--- src/shared/cos_clock_regs.svh ---
`ifndef COS_CLOCK_REGS_SVH
`define COS_CLOCK_REGS_SVH

// ****************************************************************
// Register map.
// ****************************************************************
`define COS_OFF_CTRL 8'h00
`define COS_OFF_BUF 8'h04
`define COS_OFF_PORT 8'h08
`define COS_OFF_PIN 8'h0c
`define COS_OFF_GCM 8'h10
`define COS_OFF_STAT 8'h14

`define COS_CTRL_MASTER 0
`define COS_CTRL_SYNC8K 1
`define COS_CTRL_LOCK_DIS 2
`define COS_CTRL_LOCK_SRC 3
`define COS_CTRL_T1 4
`define COS_CTRL_RS_HI 5
`define COS_CTRL_XJA_OFF 6
`define COS_CTRL_FS_POL 7

`define COS_PORT_RX_EN 0
`define COS_PORT_RX_RATE_LSB 4
`define COS_PORT_TX_EN 8
`define COS_PORT_TX_RATE_LSB 9

`define COS_RST_CTRL 8'h00
`define COS_RST_BUF 4'h0
`define COS_RST_PORT 11'h000
`define COS_RST_PIN 2'h0
`define COS_RST_GCM 6'h00

// ****************************************************************
// Timing.
// ****************************************************************
`define COS_MCLK_HZ 100000000
`define COS_CLK_PERIOD_NS 10
`define COS_SYNC_TIMEOUT_NS 250000
`define COS_SYNC_TIMEOUT_CYC ((`COS_SYNC_TIMEOUT_NS + `COS_CLK_PERIOD_NS - 1) / `COS_CLK_PERIOD_NS)
`define COS_SEC_TICKS 2048000
`define COS_SEC_PULSE_TICKS 2'h2
`define COS_E1_FRAME_TICKS 8'hff
`define COS_T1_FRAME_TICKS 8'hc0
`define COS_INC(f) (32'(((64'(f)) << 32) / 64'(`COS_MCLK_HZ)))

`endif

--- src/shared/cos_clock_pkg.sv ---
package cos_clock_pkg;
    typedef enum logic [1:0] {
        COS_PIN_TIMER_IN,
        COS_PIN_SEC_OUT,
        COS_PIN_FRAME_SYNC
    } cos_pin_fn_e;
    typedef logic [31:0] cos_inc_t;
endpackage : cos_clock_pkg

--- src/shared/cos_nco_if.sv ---
`timescale 1ns/1ps
interface cos_nco_if;
    cos_clock_pkg::cos_inc_t increment;
    logic phase_clear;
    logic level;
    logic rise;
    modport core (input increment, input phase_clear, output level, output rise);
    modport user (output increment, output phase_clear, input level, input rise);
endinterface : cos_nco_if

--- src/design/cos_clock_outputs.sv ---
`timescale 1ns/1ps
`include "cos_clock_regs.svh"
module cos_clock_outputs #(
    parameter int unsigned SEC_TICKS = `COS_SEC_TICKS,
    parameter int unsigned SYNC_TIMEOUT_CYC = `COS_SYNC_TIMEOUT_CYC
) (
    input wire logic clk,
    input wire logic arst_n,
    input wire logic [7:0] addr,
    input wire logic [31:0] wr_data,
    input wire logic wr_en,
    input wire logic rd_en,
    output logic [31:0] rd_data,
    input wire logic sync_in,
    input wire logic second_timer_pin_in,
    output logic second_timer_pin_out,
    output logic second_timer_pin_oe,
    output logic rx_dejitter_clock_out,
    output logic tx_dejitter_clock_out,
    output logic one_second_tick
);
    localparam int SEC_W = $clog2(SEC_TICKS);
    localparam int ACT_W = $clog2(SYNC_TIMEOUT_CYC + 1);

    // ****************************************************************
    // Register file.
    // ****************************************************************
    logic [7:0] ctrl_reg;
    logic [3:0] buf_reg;
    logic [10:0] port_reg;
    logic [1:0] pin_reg;
    logic [5:0] gcm_reg;
    logic [31:0] rd_next;
    logic [31:0] status_word;

    wire sel_ctrl = addr == `COS_OFF_CTRL;
    wire sel_buf = addr == `COS_OFF_BUF;
    wire sel_port = addr == `COS_OFF_PORT;
    wire sel_pin = addr == `COS_OFF_PIN;
    wire sel_gcm = addr == `COS_OFF_GCM;
    wire sel_stat = addr == `COS_OFF_STAT;

    always_ff @(posedge clk or negedge arst_n) begin
        if (!arst_n) begin
            ctrl_reg <= `COS_RST_CTRL;
            buf_reg <= `COS_RST_BUF;
            port_reg <= `COS_RST_PORT;
            pin_reg <= `COS_RST_PIN;
            gcm_reg <= `COS_RST_GCM;
        end else if (wr_en) begin
            if (sel_ctrl) begin
                ctrl_reg <= wr_data[7:0];
            end else if (sel_buf) begin
                buf_reg <= wr_data[3:0];
            end else if (sel_port) begin
                port_reg <= wr_data[10:0];
            end else if (sel_pin) begin
                pin_reg <= wr_data[1:0];
            end else if (sel_gcm) begin
                gcm_reg <= wr_data[5:0];
            end
        end
    end

    assign rd_next = !rd_en ? 32'h0 :
                     sel_ctrl ? {24'h0, ctrl_reg} :
                     sel_buf ? {28'h0, buf_reg} :
                     sel_port ? {21'h0, port_reg} :
                     sel_pin ? {30'h0, pin_reg} :
                     sel_gcm ? {26'h0, gcm_reg} :
                     sel_stat ? status_word : 32'h0;

    always_ff @(posedge clk or negedge arst_n) begin
        if (!arst_n) begin
            rd_data <= 32'h0;
        end else begin
            rd_data <= rd_next;
        end
    end

    wire master_mode_select = ctrl_reg[`COS_CTRL_MASTER];
    wire sync_8k_select = ctrl_reg[`COS_CTRL_SYNC8K];
    wire oscillator_lock_disable = ctrl_reg[`COS_CTRL_LOCK_DIS];
    wire oscillator_lock_source = ctrl_reg[`COS_CTRL_LOCK_SRC];
    wire t1_mode = ctrl_reg[`COS_CTRL_T1];
    wire rx_clock_source_hi = ctrl_reg[`COS_CTRL_RS_HI];
    wire tx_jitter_atten_off = ctrl_reg[`COS_CTRL_XJA_OFF];
    wire frame_sync_active_low = ctrl_reg[`COS_CTRL_FS_POL];
    wire [1:0] rx_buffer_size = buf_reg[1:0];
    wire [1:0] tx_buffer_size = buf_reg[3:2];
    wire rx_port_enable = port_reg[`COS_PORT_RX_EN];
    wire [3:0] rx_rate_sel = port_reg[`COS_PORT_RX_RATE_LSB +: 4];
    wire tx_port_enable = port_reg[`COS_PORT_TX_EN];
    wire [1:0] tx_rate_sel = port_reg[`COS_PORT_TX_RATE_LSB +: 2];

    // ****************************************************************
    // Oscillators, all stepping on the reference clock.
    // ****************************************************************
    cos_nco_if rx_if ();
    cos_nco_if tx_if ();
    cos_nco_if e1_if ();
    cos_nco_if t1_if ();

    cos_nco u_rx_osc (.clk(clk), .arst_n(arst_n), .nco(rx_if));
    cos_nco u_tx_osc (.clk(clk), .arst_n(arst_n), .nco(tx_if));
    cos_nco u_e1_base (.clk(clk), .arst_n(arst_n), .nco(e1_if));
    cos_nco u_t1_base (.clk(clk), .arst_n(arst_n), .nco(t1_if));

    // The global setup trims both dejitter oscillators in coarse steps of 256 LSB.
    wire [31:0] gcm_trim = {{18{gcm_reg[5]}}, gcm_reg, 8'h00};

    // Even indices below 8 are the E1 rates; in E1 mode an odd index below 8 falls back to the faster E1 rate.
    wire [3:0] rx_idx = rx_rate_sel[3] ? 4'h8 :
                        t1_mode ? rx_rate_sel : {rx_rate_sel[3:1], 1'b0};

    wire [31:0] rx_base_inc = rx_idx == 4'h0 ? `COS_INC(16384000) :
                              rx_idx == 4'h1 ? `COS_INC(12352000) :
                              rx_idx == 4'h2 ? `COS_INC(8192000) :
                              rx_idx == 4'h3 ? `COS_INC(6176000) :
                              rx_idx == 4'h4 ? `COS_INC(4096000) :
                              rx_idx == 4'h5 ? `COS_INC(3088000) :
                              rx_idx == 4'h6 ? `COS_INC(2048000) :
                              rx_idx == 4'h7 ? `COS_INC(1544000) :
                              `COS_INC(8000);

    wire [2:0] tx_idx = {tx_rate_sel, t1_mode};
    wire [31:0] tx_base_inc = tx_idx == 3'h0 ? `COS_INC(16384000) :
                              tx_idx == 3'h1 ? `COS_INC(12352000) :
                              tx_idx == 3'h2 ? `COS_INC(8192000) :
                              tx_idx == 3'h3 ? `COS_INC(6176000) :
                              tx_idx == 3'h4 ? `COS_INC(4096000) :
                              tx_idx == 3'h5 ? `COS_INC(3088000) :
                              tx_idx == 3'h6 ? `COS_INC(2048000) :
                              `COS_INC(1544000);

    assign rx_if.increment = rx_base_inc + gcm_trim;
    assign tx_if.increment = tx_base_inc + gcm_trim;
    assign e1_if.increment = `COS_INC(2048000);
    assign t1_if.increment = `COS_INC(1544000);
    assign tx_if.phase_clear = 1'b0;
    assign e1_if.phase_clear = 1'b0;
    assign t1_if.phase_clear = 1'b0;

    // ****************************************************************
    // Sync input: activity detection and phase lock.
    // ****************************************************************
    logic sync_meta_reg;
    logic sync_sync_reg;
    logic sync_prev_reg;
    logic [ACT_W-1:0] act_cnt_reg;
    logic [ACT_W-1:0] act_cnt_next;

    wire sync_edge = sync_sync_reg ^ sync_prev_reg;
    wire sync_rise = sync_sync_reg & ~sync_prev_reg;
    // A pin left open sits high and never toggles, so it never counts as a reference.
    wire sync_active = act_cnt_reg != '0;
    wire lock_enable = ~oscillator_lock_disable & ~oscillator_lock_source &
                       (~sync_8k_select | master_mode_select);

    assign act_cnt_next = sync_edge ? ACT_W'(SYNC_TIMEOUT_CYC) :
                          sync_active ? act_cnt_reg - ACT_W'(1) : act_cnt_reg;

    // Lock is a phase realignment on every rising reference edge once sync is active; between edges the oscillator coasts.
    assign rx_if.phase_clear = lock_enable & sync_active & sync_rise;

    always_ff @(posedge clk or negedge arst_n) begin
        if (!arst_n) begin
            sync_meta_reg <= 1'b1;
            sync_sync_reg <= 1'b1;
            sync_prev_reg <= 1'b1;
            act_cnt_reg <= '0;
        end else begin
            sync_meta_reg <= sync_in;
            sync_sync_reg <= sync_meta_reg;
            sync_prev_reg <= sync_sync_reg;
            act_cnt_reg <= act_cnt_next;
        end
    end

    // ****************************************************************
    // Dejittered clock outputs.
    // ****************************************************************
    wire rx_osc_active = ~(rx_buffer_size == 2'h3 && !rx_clock_source_hi);
    wire tx_osc_active = ~(tx_buffer_size == 2'h0 && tx_jitter_atten_off);
    // Held high while idle, which matches what the weak pull-up would show.
    wire rx_clk_next = (rx_port_enable & rx_osc_active) ? rx_if.level : 1'b1;
    wire tx_clk_next = (tx_port_enable & tx_osc_active) ? tx_if.level : 1'b1;

    always_ff @(posedge clk or negedge arst_n) begin
        if (!arst_n) begin
            rx_dejitter_clock_out <= 1'b1;
            tx_dejitter_clock_out <= 1'b1;
        end else begin
            rx_dejitter_clock_out <= rx_clk_next;
            tx_dejitter_clock_out <= tx_clk_next;
        end
    end

    // ****************************************************************
    // One-second timer and shared pin.
    // ****************************************************************
    cos_clock_pkg::cos_pin_fn_e pin_fn;
    logic pin_meta_reg;
    logic pin_sync_reg;
    logic [1:0] hi_cnt_reg;
    logic [SEC_W-1:0] sec_cnt_reg;
    logic [1:0] sec_pulse_reg;
    logic [7:0] fr_cnt_reg;
    logic fr_hold_reg;

    assign pin_fn = pin_reg == 2'h1 ? cos_clock_pkg::COS_PIN_SEC_OUT :
                    pin_reg == 2'h2 ? cos_clock_pkg::COS_PIN_FRAME_SYNC :
                    cos_clock_pkg::COS_PIN_TIMER_IN;

    wire tick = e1_if.rise;
    wire pin_is_input = pin_fn == cos_clock_pkg::COS_PIN_TIMER_IN;
    // Only an input pin can restart the timer, so the pin's own pulses never feed back.
    wire sec_restart = pin_is_input & pin_sync_reg & tick & (hi_cnt_reg == 2'h1);
    // A restart on the boundary tick wins, so a cut second never emits a tick or a pulse.
    wire sec_wrap = tick & ~sec_restart & (sec_cnt_reg == SEC_W'(SEC_TICKS - 1));
    wire sec_pulse_on = sec_pulse_reg != 2'h0;

    wire [1:0] hi_cnt_next = !pin_sync_reg ? 2'h0 :
                             (tick && hi_cnt_reg != 2'h2) ? hi_cnt_reg + 2'h1 : hi_cnt_reg;
    wire [SEC_W-1:0] sec_cnt_next = (sec_restart | sec_wrap) ? '0 :
                                    tick ? sec_cnt_reg + SEC_W'(1) : sec_cnt_reg;
    wire [1:0] sec_pulse_next = sec_wrap ? `COS_SEC_PULSE_TICKS :
                                (tick && sec_pulse_on) ? sec_pulse_reg - 2'h1 : sec_pulse_reg;

    wire fr_tick = t1_mode ? t1_if.rise : e1_if.rise;
    wire [7:0] fr_last = t1_mode ? `COS_T1_FRAME_TICKS : `COS_E1_FRAME_TICKS;
    wire fr_wrap = fr_tick & (fr_cnt_reg == fr_last);
    wire [7:0] fr_cnt_next = fr_wrap ? 8'h00 : fr_tick ? fr_cnt_reg + 8'h01 : fr_cnt_reg;
    wire fr_hold_next = fr_wrap ? 1'b1 : fr_tick ? 1'b0 : fr_hold_reg;
    wire frame_sync_pulse_out = fr_hold_reg ^ frame_sync_active_low;

    wire pin_out_next = pin_fn == cos_clock_pkg::COS_PIN_SEC_OUT ? sec_pulse_on :
                        pin_fn == cos_clock_pkg::COS_PIN_FRAME_SYNC ? frame_sync_pulse_out :
                        1'b0;

    always_ff @(posedge clk or negedge arst_n) begin
        if (!arst_n) begin
            pin_meta_reg <= 1'b1;
            pin_sync_reg <= 1'b1;
            hi_cnt_reg <= 2'h0;
            sec_cnt_reg <= '0;
            sec_pulse_reg <= 2'h0;
            fr_cnt_reg <= 8'h00;
            fr_hold_reg <= 1'b0;
        end else begin
            pin_meta_reg <= second_timer_pin_in;
            pin_sync_reg <= pin_meta_reg;
            hi_cnt_reg <= hi_cnt_next;
            sec_cnt_reg <= sec_cnt_next;
            sec_pulse_reg <= sec_pulse_next;
            fr_cnt_reg <= fr_cnt_next;
            fr_hold_reg <= fr_hold_next;
        end
    end

    always_ff @(posedge clk or negedge arst_n) begin
        if (!arst_n) begin
            second_timer_pin_oe <= 1'b0;
            second_timer_pin_out <= 1'b0;
            one_second_tick <= 1'b0;
        end else begin
            second_timer_pin_oe <= ~pin_is_input;
            second_timer_pin_out <= pin_out_next;
            one_second_tick <= sec_wrap;
        end
    end

    assign status_word = {27'h0, pin_sync_reg, tx_osc_active, rx_osc_active,
                          lock_enable & sync_active, sync_active};

    // ****************************************************************
    // Checks.
    // ****************************************************************
    logic [2:0] out_ticks_reg;

    always_ff @(posedge clk or negedge arst_n) begin
        if (!arst_n) begin
            out_ticks_reg <= 3'h0;
        end else if (!sec_pulse_on) begin
            out_ticks_reg <= 3'h0;
        end else if (tick && out_ticks_reg != 3'h7) begin
            out_ticks_reg <= out_ticks_reg + 3'h1;
        end
    end

    a_rx_clock_idle: assert property (@(posedge clk) disable iff (!arst_n)
        !rx_osc_active |=> rx_dejitter_clock_out)
        else $error("receive clock output toggles while its oscillator is inactive");

    a_tx_clock_idle: assert property (@(posedge clk) disable iff (!arst_n)
        !tx_osc_active |=> tx_dejitter_clock_out)
        else $error("transmit clock output toggles while its oscillator is unused");

    a_clock_enable_gate: assert property (@(posedge clk) disable iff (!arst_n)
        (!rx_port_enable && !tx_port_enable) [*2] |-> rx_dejitter_clock_out && tx_dejitter_clock_out)
        else $error("clock output active without port enable");

    a_pin_input_default: assert property (@(posedge clk) disable iff (!arst_n)
        (pin_reg == 2'h0 || pin_reg == 2'h3) |=> !second_timer_pin_oe)
        else $error("timer pin driven while configured as input");

    a_sec_pulse_width: assert property (@(posedge clk) disable iff (!arst_n)
        $fell(sec_pulse_on) |-> out_ticks_reg == 3'h2)
        else $error("one-second pulse not two timebase cycles long");

    a_sec_pulse_start: assert property (@(posedge clk) disable iff (!arst_n)
        sec_wrap |=> sec_pulse_reg == 2'h2 ##1 sec_pulse_on)
        else $error("one-second pulse did not start on the second boundary");

    a_timer_restart: assert property (@(posedge clk) disable iff (!arst_n)
        sec_restart |=> sec_cnt_reg == '0 && !one_second_tick)
        else $error("timer did not restart on a qualified input pulse");

    a_one_function: assert property (@(posedge clk) disable iff (!arst_n)
        second_timer_pin_oe && $stable(pin_reg) |-> !sec_restart)
        else $error("timer pin used as input while driving");

    a_frame_width: assert property (@(posedge clk) disable iff (!arst_n)
        fr_hold_reg && fr_tick |=> !fr_hold_reg)
        else $error("frame sync pulse longer than one line cycle");

    a_lock_align: assert property (@(posedge clk) disable iff (!arst_n)
        sync_rise && sync_active && lock_enable |-> rx_if.phase_clear)
        else $error("receive oscillator missed a reference edge");

    a_sync_8k_gate: assert property (@(posedge clk) disable iff (!arst_n)
        sync_8k_select && !master_mode_select |-> !rx_if.phase_clear)
        else $error("8 kHz lock outside master mode");

    a_free_run: assert property (@(posedge clk) disable iff (!arst_n)
        !sync_active |-> !rx_if.phase_clear)
        else $error("receive oscillator disturbed without sync activity");

    a_e1_rate_set: assert property (@(posedge clk) disable iff (!arst_n)
        !t1_mode |-> (rx_idx[0] == 1'b0 || rx_idx == 4'h8))
        else $error("T1 rate selected in E1 mode");
endmodule : cos_clock_outputs

--- src/design/cos_nco.sv ---
`timescale 1ns/1ps
// ****************************************************************
// Phase accumulator oscillator running on the reference clock.
// ****************************************************************
module cos_nco (
    input wire logic clk,
    input wire logic arst_n,
    cos_nco_if.core nco
);
    cos_clock_pkg::cos_inc_t acc_reg;
    cos_clock_pkg::cos_inc_t acc_next;
    logic level_reg;
    logic rise_reg;

    // Clearing loads the increment so the first step after alignment is not lost.
    assign acc_next = nco.phase_clear ? nco.increment : acc_reg + nco.increment;

    always_ff @(posedge clk or negedge arst_n) begin
        if (!arst_n) begin
            acc_reg <= 32'h0;
            level_reg <= 1'b0;
            rise_reg <= 1'b0;
        end else begin
            acc_reg <= acc_next;
            level_reg <= acc_next[31];
            rise_reg <= acc_next[31] & ~level_reg;
        end
    end

    assign nco.level = level_reg;
    assign nco.rise = rise_reg;
endmodule : cos_nco

--- config.mk ---
export PLATFORM = sky130hd
export DESIGN_NAME = cos_clock_outputs
export DESIGN_NICKNAME = d
export VERILOG_FILES = /design/src/shared/cos_clock_pkg.sv /design/src/shared/cos_nco_if.sv /design/src/design/cos_clock_outputs.sv /design/src/design/cos_nco.sv
export VERILOG_INCLUDE_DIRS = /design/src /design/src/shared
export SDC_FILE = /design/constraint.sdc
export NUM_CORES = 1
export LEC_CHECK = 0
export ABC_AREA = 1
export BUFFER_PORTS_ARGS = -buffer_cell sky130_fd_sc_hd__buf_2
export CAP_MARGIN = 10
export CORE_ASPECT_RATIO = 1.5
export CORE_MARGIN = 3
export CORE_UTILIZATION = 45
export CTS_CLUSTER_DIAMETER = 40
export DETAILED_ROUTE_END_ITERATION = 10
export GPL_TIMING_DRIVEN = 0
export PLACE_DENSITY = 0.61
export SETUP_SLACK_MARGIN = 0.4
export SKIP_LAST_GASP = 1
export SLEW_MARGIN = 20
export SYNTH_ARGS = -nofsm -noshare
export SYNTH_HDL_FRONTEND = slang
export SYNTH_SLANG_ARGS = --single-unit
--- constraint.sdc ---
create_clock -name clk -period 8 [get_ports clk]
set_input_delay 0.8 -clock clk [delete_from_list [all_inputs] [get_ports clk]]
set_output_delay 0.8 -clock clk [all_outputs]
set_load 0.005 [all_outputs]
Word-level counts from Yosys, hierarchy flattened. Cells that the tools add are included.

Output and inout bits: 37. Input port bits: 46. Register bits: 235.

Reduce and logical (&&, ||, !) cells: 21. Multiplexer cells: 45. Equality and inequality tests: 28. $add $sub $neg: 11. Bitwise logic cells: 33.

Operators by type and width (count): 29-bit two-way mux (4); 28-bit two-way mux (4); 27-bit two-way mux (4); 31-bit by 14-bit adder with 32-bit output (2); 32-bit adder (2); 30-bit two-way mux (2); 11-bit two-way mux (4); 21-bit two-way mux (2); 32-bit by 26-bit adder with 32-bit output, second input constant (1); 32-bit by 27-bit adder with 32-bit output, second input constant (1); 32-bit two-way mux (1); 15-bit two-way mux (2); 26-bit two-way mux (1); 21-bit by 1-bit adder with 21-bit output, second input constant (1); 21-bit == test, second input constant (1); 6-bit two-way mux (3); 4-bit by 3-bit == test with 1-bit output, second input constant (4); 8-bit by 4-bit == test with 1-bit output, second input constant (2); 8-bit by 5-bit == test with 1-bit output, second input constant (2); 8-bit two-way mux (2); 1-bit AND (15); 15-bit nonzero test (1); 15-bit by 1-bit subtractor with 15-bit output, second input constant (1); 1-bit inverter (14); other kinds (32) (62).

Longest topological paths before layout.
Depth in word-level cells: 14. Gate-level depth with buffers: 29. Mapped depth without buffers: 29.

By module. From an unflattened synthesis, not the netlist that was laid out.

Cells, all modules: 3234. Area, all modules: 21053.9 sq um.

Modules (own cells, without submodules): cos_nco (u_rx_osc ...) (cells an instance 527, times used 3, area an instance 3285.7 sq um); cos_clock_outputs (cells an instance 1126, times used 1, area an instance 7835.0 sq um); cos_nco (u_e1_base) (cells an instance 527, times used 1, area an instance 3362.0 sq um).

Worst setup path after synthesis. No wires, ideal clock.

Path kind: register -> register. From: reg gcm_reg[5]. To: reg u_tx_osc.acc_reg[23]. Cell stages (with the launch flop): 11. Data required time: 7.876 ns. Setup slack: 4.465 ns. Arrival: 3.411 ns. Cell sequence: dfrtp_1 > inv_1 > fa_1 > inv_1 > ha_1 > a21o_1 > a21boi_0 > o21ai_0 > a21oi_1 > nand2_1 > xor2_1.

Word-level cells in the longest chain between the ends: 2.

RTL lines: from (decl) (RTL line cos_clock_outputs.sv:32) `logic [5:0] gcm_reg;`; from (signal assigned) (RTL line cos_clock_outputs.sv:49) `` gcm_reg <= `COS_RST_GCM; ``; from (signal assigned) (RTL line cos_clock_outputs.sv:60) `gcm_reg <= wr_data[5:0];`; 31-bit by 14-bit adder with 32-bit output (RTL line cos_clock_outputs.sv:137) `assign tx_if.increment = tx_base_inc + gcm_trim;`; 32-bit adder (RTL line cos_nco.sv:16) `assign acc_next = nco.phase_clear ? nco.increment : acc_reg + nco.increment;`; net u_tx_osc.acc_next[23] (RTL line cos_nco.sv:11) `cos_clock_pkg::cos_inc_t acc_next;`; to (signal assigned) (RTL line cos_nco.sv:24) `acc_reg <= acc_next;`; to (decl) (RTL line cos_nco.sv:10) `cos_clock_pkg::cos_inc_t acc_reg;`.

The timed path passes the listed nets, and every way through them passes these cells. A chain may end at the register's enable or synchronous reset.

Worst setup path in the final report.
From: reg port_reg[7]. To: reg u_rx_osc.acc_reg[25].

Word-level cells in the longest chain between the ends: 13. Elaborated cells between the ends (all ways): 20.

RTL lines: from (decl) (RTL line cos_clock_outputs.sv:30) `logic [10:0] port_reg;`; from (signal assigned) (RTL line cos_clock_outputs.sv:47) `` port_reg <= `COS_RST_PORT; ``; from (signal assigned) (RTL line cos_clock_outputs.sv:56) `port_reg <= wr_data[10:0];`; 4-bit two-way mux (*) (RTL line cos_clock_outputs.sv:113) `wire [3:0] rx_idx = rx_rate_sel[3] ? 4'h8 :`; 4-bit by 3-bit == test with 1-bit output (RTL line cos_clock_outputs.sv:123) `` rx_idx == 4'h7 ? `COS_INC(1544000) : ``; 26-bit two-way mux (no line); 27-bit two-way mux (no line) (2 in series); 28-bit two-way mux (no line) (2 in series); 29-bit two-way mux (no line) (2 in series); 30-bit two-way mux (no line) (*); 31-bit by 14-bit adder with 32-bit output (*) (RTL line cos_clock_outputs.sv:136) `assign rx_if.increment = rx_base_inc + gcm_trim;`; 32-bit adder (RTL line cos_nco.sv:16); 32-bit two-way mux (*) (RTL line cos_nco.sv:16); net u_rx_osc.acc_next[25] (RTL line cos_nco.sv:11); to (signal assigned) (RTL line cos_nco.sv:24); to (decl) (RTL line cos_nco.sv:10).

The timed path passes the listed nets; every way through them passes the cells marked *.

==> results_dict.tcl <==
set metrics [dict create \
    status "finished clean" \
    drt_iter0_drc 928 \
    post_cts_buffers 0 \
    routed_via_density 5.17 \
    wl_met1_um 18800 \
    r2r.worst_path.cells 25 \
    synth_top_area_share_pct 33.7 \
    row_count 85 \
    arrival_ns 4.91 \
    period_minus_slack_ns 4.45 \
    utilization_pct 52.5 \
    rsz0062_at_grt "no" \
    finalHoldViolCount 0 \
    ys_async_sr_fraction_pct 100 \
    clk_path_buf_depth 3 \
    placed_area_um2 17500 \
    gr-usage-all-layers_pct 23.0 \
    swShare_pct 40.5 \
    critical-path-top-delay-family "simple AND/OR/NAND/NOR gates" \
    drv_slew 0 \
    crit_start "port_reg[7]" \
    ir_worst_vdd_v 0.000174 \
    nets 2514 \
    wl_per_cell_um 15.7 \
    die-area_um2 39200 \
    grt_pass1_vias 14441 \
    syn_to_final_growth_pct 14.6 \
    ys_ff_latch 230 \
    p_switching_mw 2.26 \
    synth_commonest_cells "562 x nand2_1, 322 x inv_1, 226 x nor2_1" \
    gr-total-overflow 0 \
    antenna_found_initial 1 \
    cts_tree "done" \
    max_stage_delay_ns 0.40 \
    num_antenna_cells 0 \
    synth_area_leaders "dfrtp_1 34%, nand2_1 13%, ha_1 7.5%" \
    fin_skew_ns 0.0296 \
    vias 14764 \
    p_int_mw 3.32 \
    cp-end-kind "flip-flop" \
    sequentialPowerShare_pct 26.0 \
    fin_cells 2853 \
    slowest_stage "fa_1" \
    synth_area_um2 16600 \
    setup_viol 0 \
    synth_most_common_cell "nand2_1" \
    place_congestion 0.957 \
    cts-root-buf "clkbuf_16" \
    crit_path_start_kind "flip-flop" \
    dp_cells 2778 \
    p_clk_share_pct 32.7 \
    drive_gt1_share_pct 10.5 \
    r2r_setup_slack_ns 3.55 \
    avgSynthCellArea_um2 7.41 \
    worstReg2RegEnd "u_rx_osc.acc_reg[25]" \
    start_util_pct 45.8 \
    synth.distinct_cells 62 \
    powerDensity_nw_per_um2 294 \
    crit_path_frequent_cell "nand2_1" \
    r2r_start "port_reg[7]" \
    cap_violations 0 \
    ys_warn_count 0 \
    dr.max_layer_used "met5" \
    fp.dieW_um 163 \
    slew_headroom_pct 39.4 \
    fin_crit_sh_pct 55.6 \
    synthesis.instances 2236 \
    final_antenna_net_count 0 \
    grt_pass1_wl_um 72600 \
    cp_max_fo 9 \
    met3_length_um 1700 \
    p_total_mw 5.58 \
    htree_levels 2 \
    power_frac_comb_pct 41.4 \
    dr_wl_met2_um 22400 \
    yosysSeqAreaShare_pct 34.8 \
    boundaryPins 83 \
    wl_um 44800 \
    clk_pin_slew_ns 0.06 \
    worst-setup-path-type "reg2reg" \
    port_buffers 40 \
    max_freq_mhz 225 \
    holdBufCountCts 0 \
    crit_buf_inv 5 \
    first_pass_iters 5 \
    grt_start_max_net_pins 92 \
    synth_ff_type "dfrtp_1" \
    worst_slew_pin_slew_ns 0.908 \
    post_cts_resized 0 \
    leakagePower_nw 9.77 \
    final_cell_area_um2 19000 \
    tns_ns 0 \
    drc 0 \
    hp-class "in2async" \
    cts.sinks 230 \
    fp.dieH_um 241 \
    dpl.hpwl_um 35300 \
    core-area_um2 36200 \
    synth_edf_count 0 \
    cts_buffers 41 \
    clkLatencyLatePin_ns 0.55 \
    worstPathRequired_ns 8.46 \
    synth_area_leader_cell "dfrtp_1" \
]
[placed cells by master (no fill, tap or decap), drive strengths merged, types with 23 or more instances in the layout]
| cell type | Yosys | layout |
|---|---|---|
| buf | 37 | 80 |
| xor2 | 76 | 76 |
| nand3 | 161 | 161 |
| a21oi | 111 | 111 |
| clkbuf | 2 | 51 |
| fa | 25 | 25 |
| xnor2 | 23 | 23 |
| nor2 | 242 | 242 |
| nor3 | 44 | 44 |
| dfrtp | 223 | 223 |
| inv | 335 | 344 |
| nand4 | 41 | 41 |
| o21ai | 121 | 121 |
| nand2 | 575 | 575 |
| ha | 100 | 100 |
[worst max-delay path by stage]
| stage | endpoint | cells past startpoint |
|---|---|---|
| floorplan | u_tx_osc.acc_reg[23] | 10 |
| global placement | u_rx_osc.acc_reg[31] | 1 |
| detailed placement | u_rx_osc.acc_reg[25] | 25 |
| CTS | u_rx_osc.acc_reg[25] | 25 |
| global route | u_rx_osc.acc_reg[25] | 24 |
| finish | u_rx_osc.acc_reg[25] | 25 |
[metrics by stage]
stage / hold WS, ns / worst slack (ns)
after floorplan: 0.345 / 4.46
after global placement: 0.349 / 1.83
after detailed placement: 0.347 / 3.58
after CTS: 0.287 / 3.55
after global routing: 0.320 / 3.14
final: 0.288 / 3.55
[kinds of logic (layout without fill, tap and decap cells)]
kind of cell | after synthesis | count (layout) | share of synthesized area, %
adder cells (fa/ha/maj) | 125 | 125 | 10.6
buffers and inverters | 377 | 495 | 9.47
AND/OR/NAND/NOR | 1106 | 1106 | 29.7
other | 1 | 22 | 0.0226
XOR/XNOR | 99 | 99 | 5.23
multiplexers | 1 | 1 | 0.0679
AO/OA/AOI/OAI | 297 | 297 | 10.2
flip-flops | 230 | 230 | 34.8
[layer usage]
metal | vias up | track usage, %
met5 | - | 0
met4 | 2 | 10.3
met3 | 103 | 2.97
met2 | 344 | 41.4
met1 | 6902 | 27.4
li1 | 7413 | -
[power by group through the flow]
stage / clock (mW) / sequential [mW] / combinational [mW]
2_1_floorplan: 0 / 1.44 / 1.68
3_3_place_gp: 0 / 1.46 / 2.25
3_5_place_dp: 0 / 1.47 / 2.29
4_1_cts: 1.87 / 1.45 / 2.31
5_1_grt: 1.92 / 1.47 / 2.60
6_report: 1.82 / 1.45 / 2.31
[final cells by class]
class / count / area, um2
Fill cell: 3545 / 17200
Multi-Input combinational cell: 1650 / 9320
Sequential cell: 230 / 5770
Inverter: 338 / 1280
Clock buffer: 49 / 1130
Tap cell: 478 / 598
Clock inverter: 26 / 318
Timing Repair Buffer: 43 / 293
Buffer: 39 / 292
(Power assumes the default switching activity.)
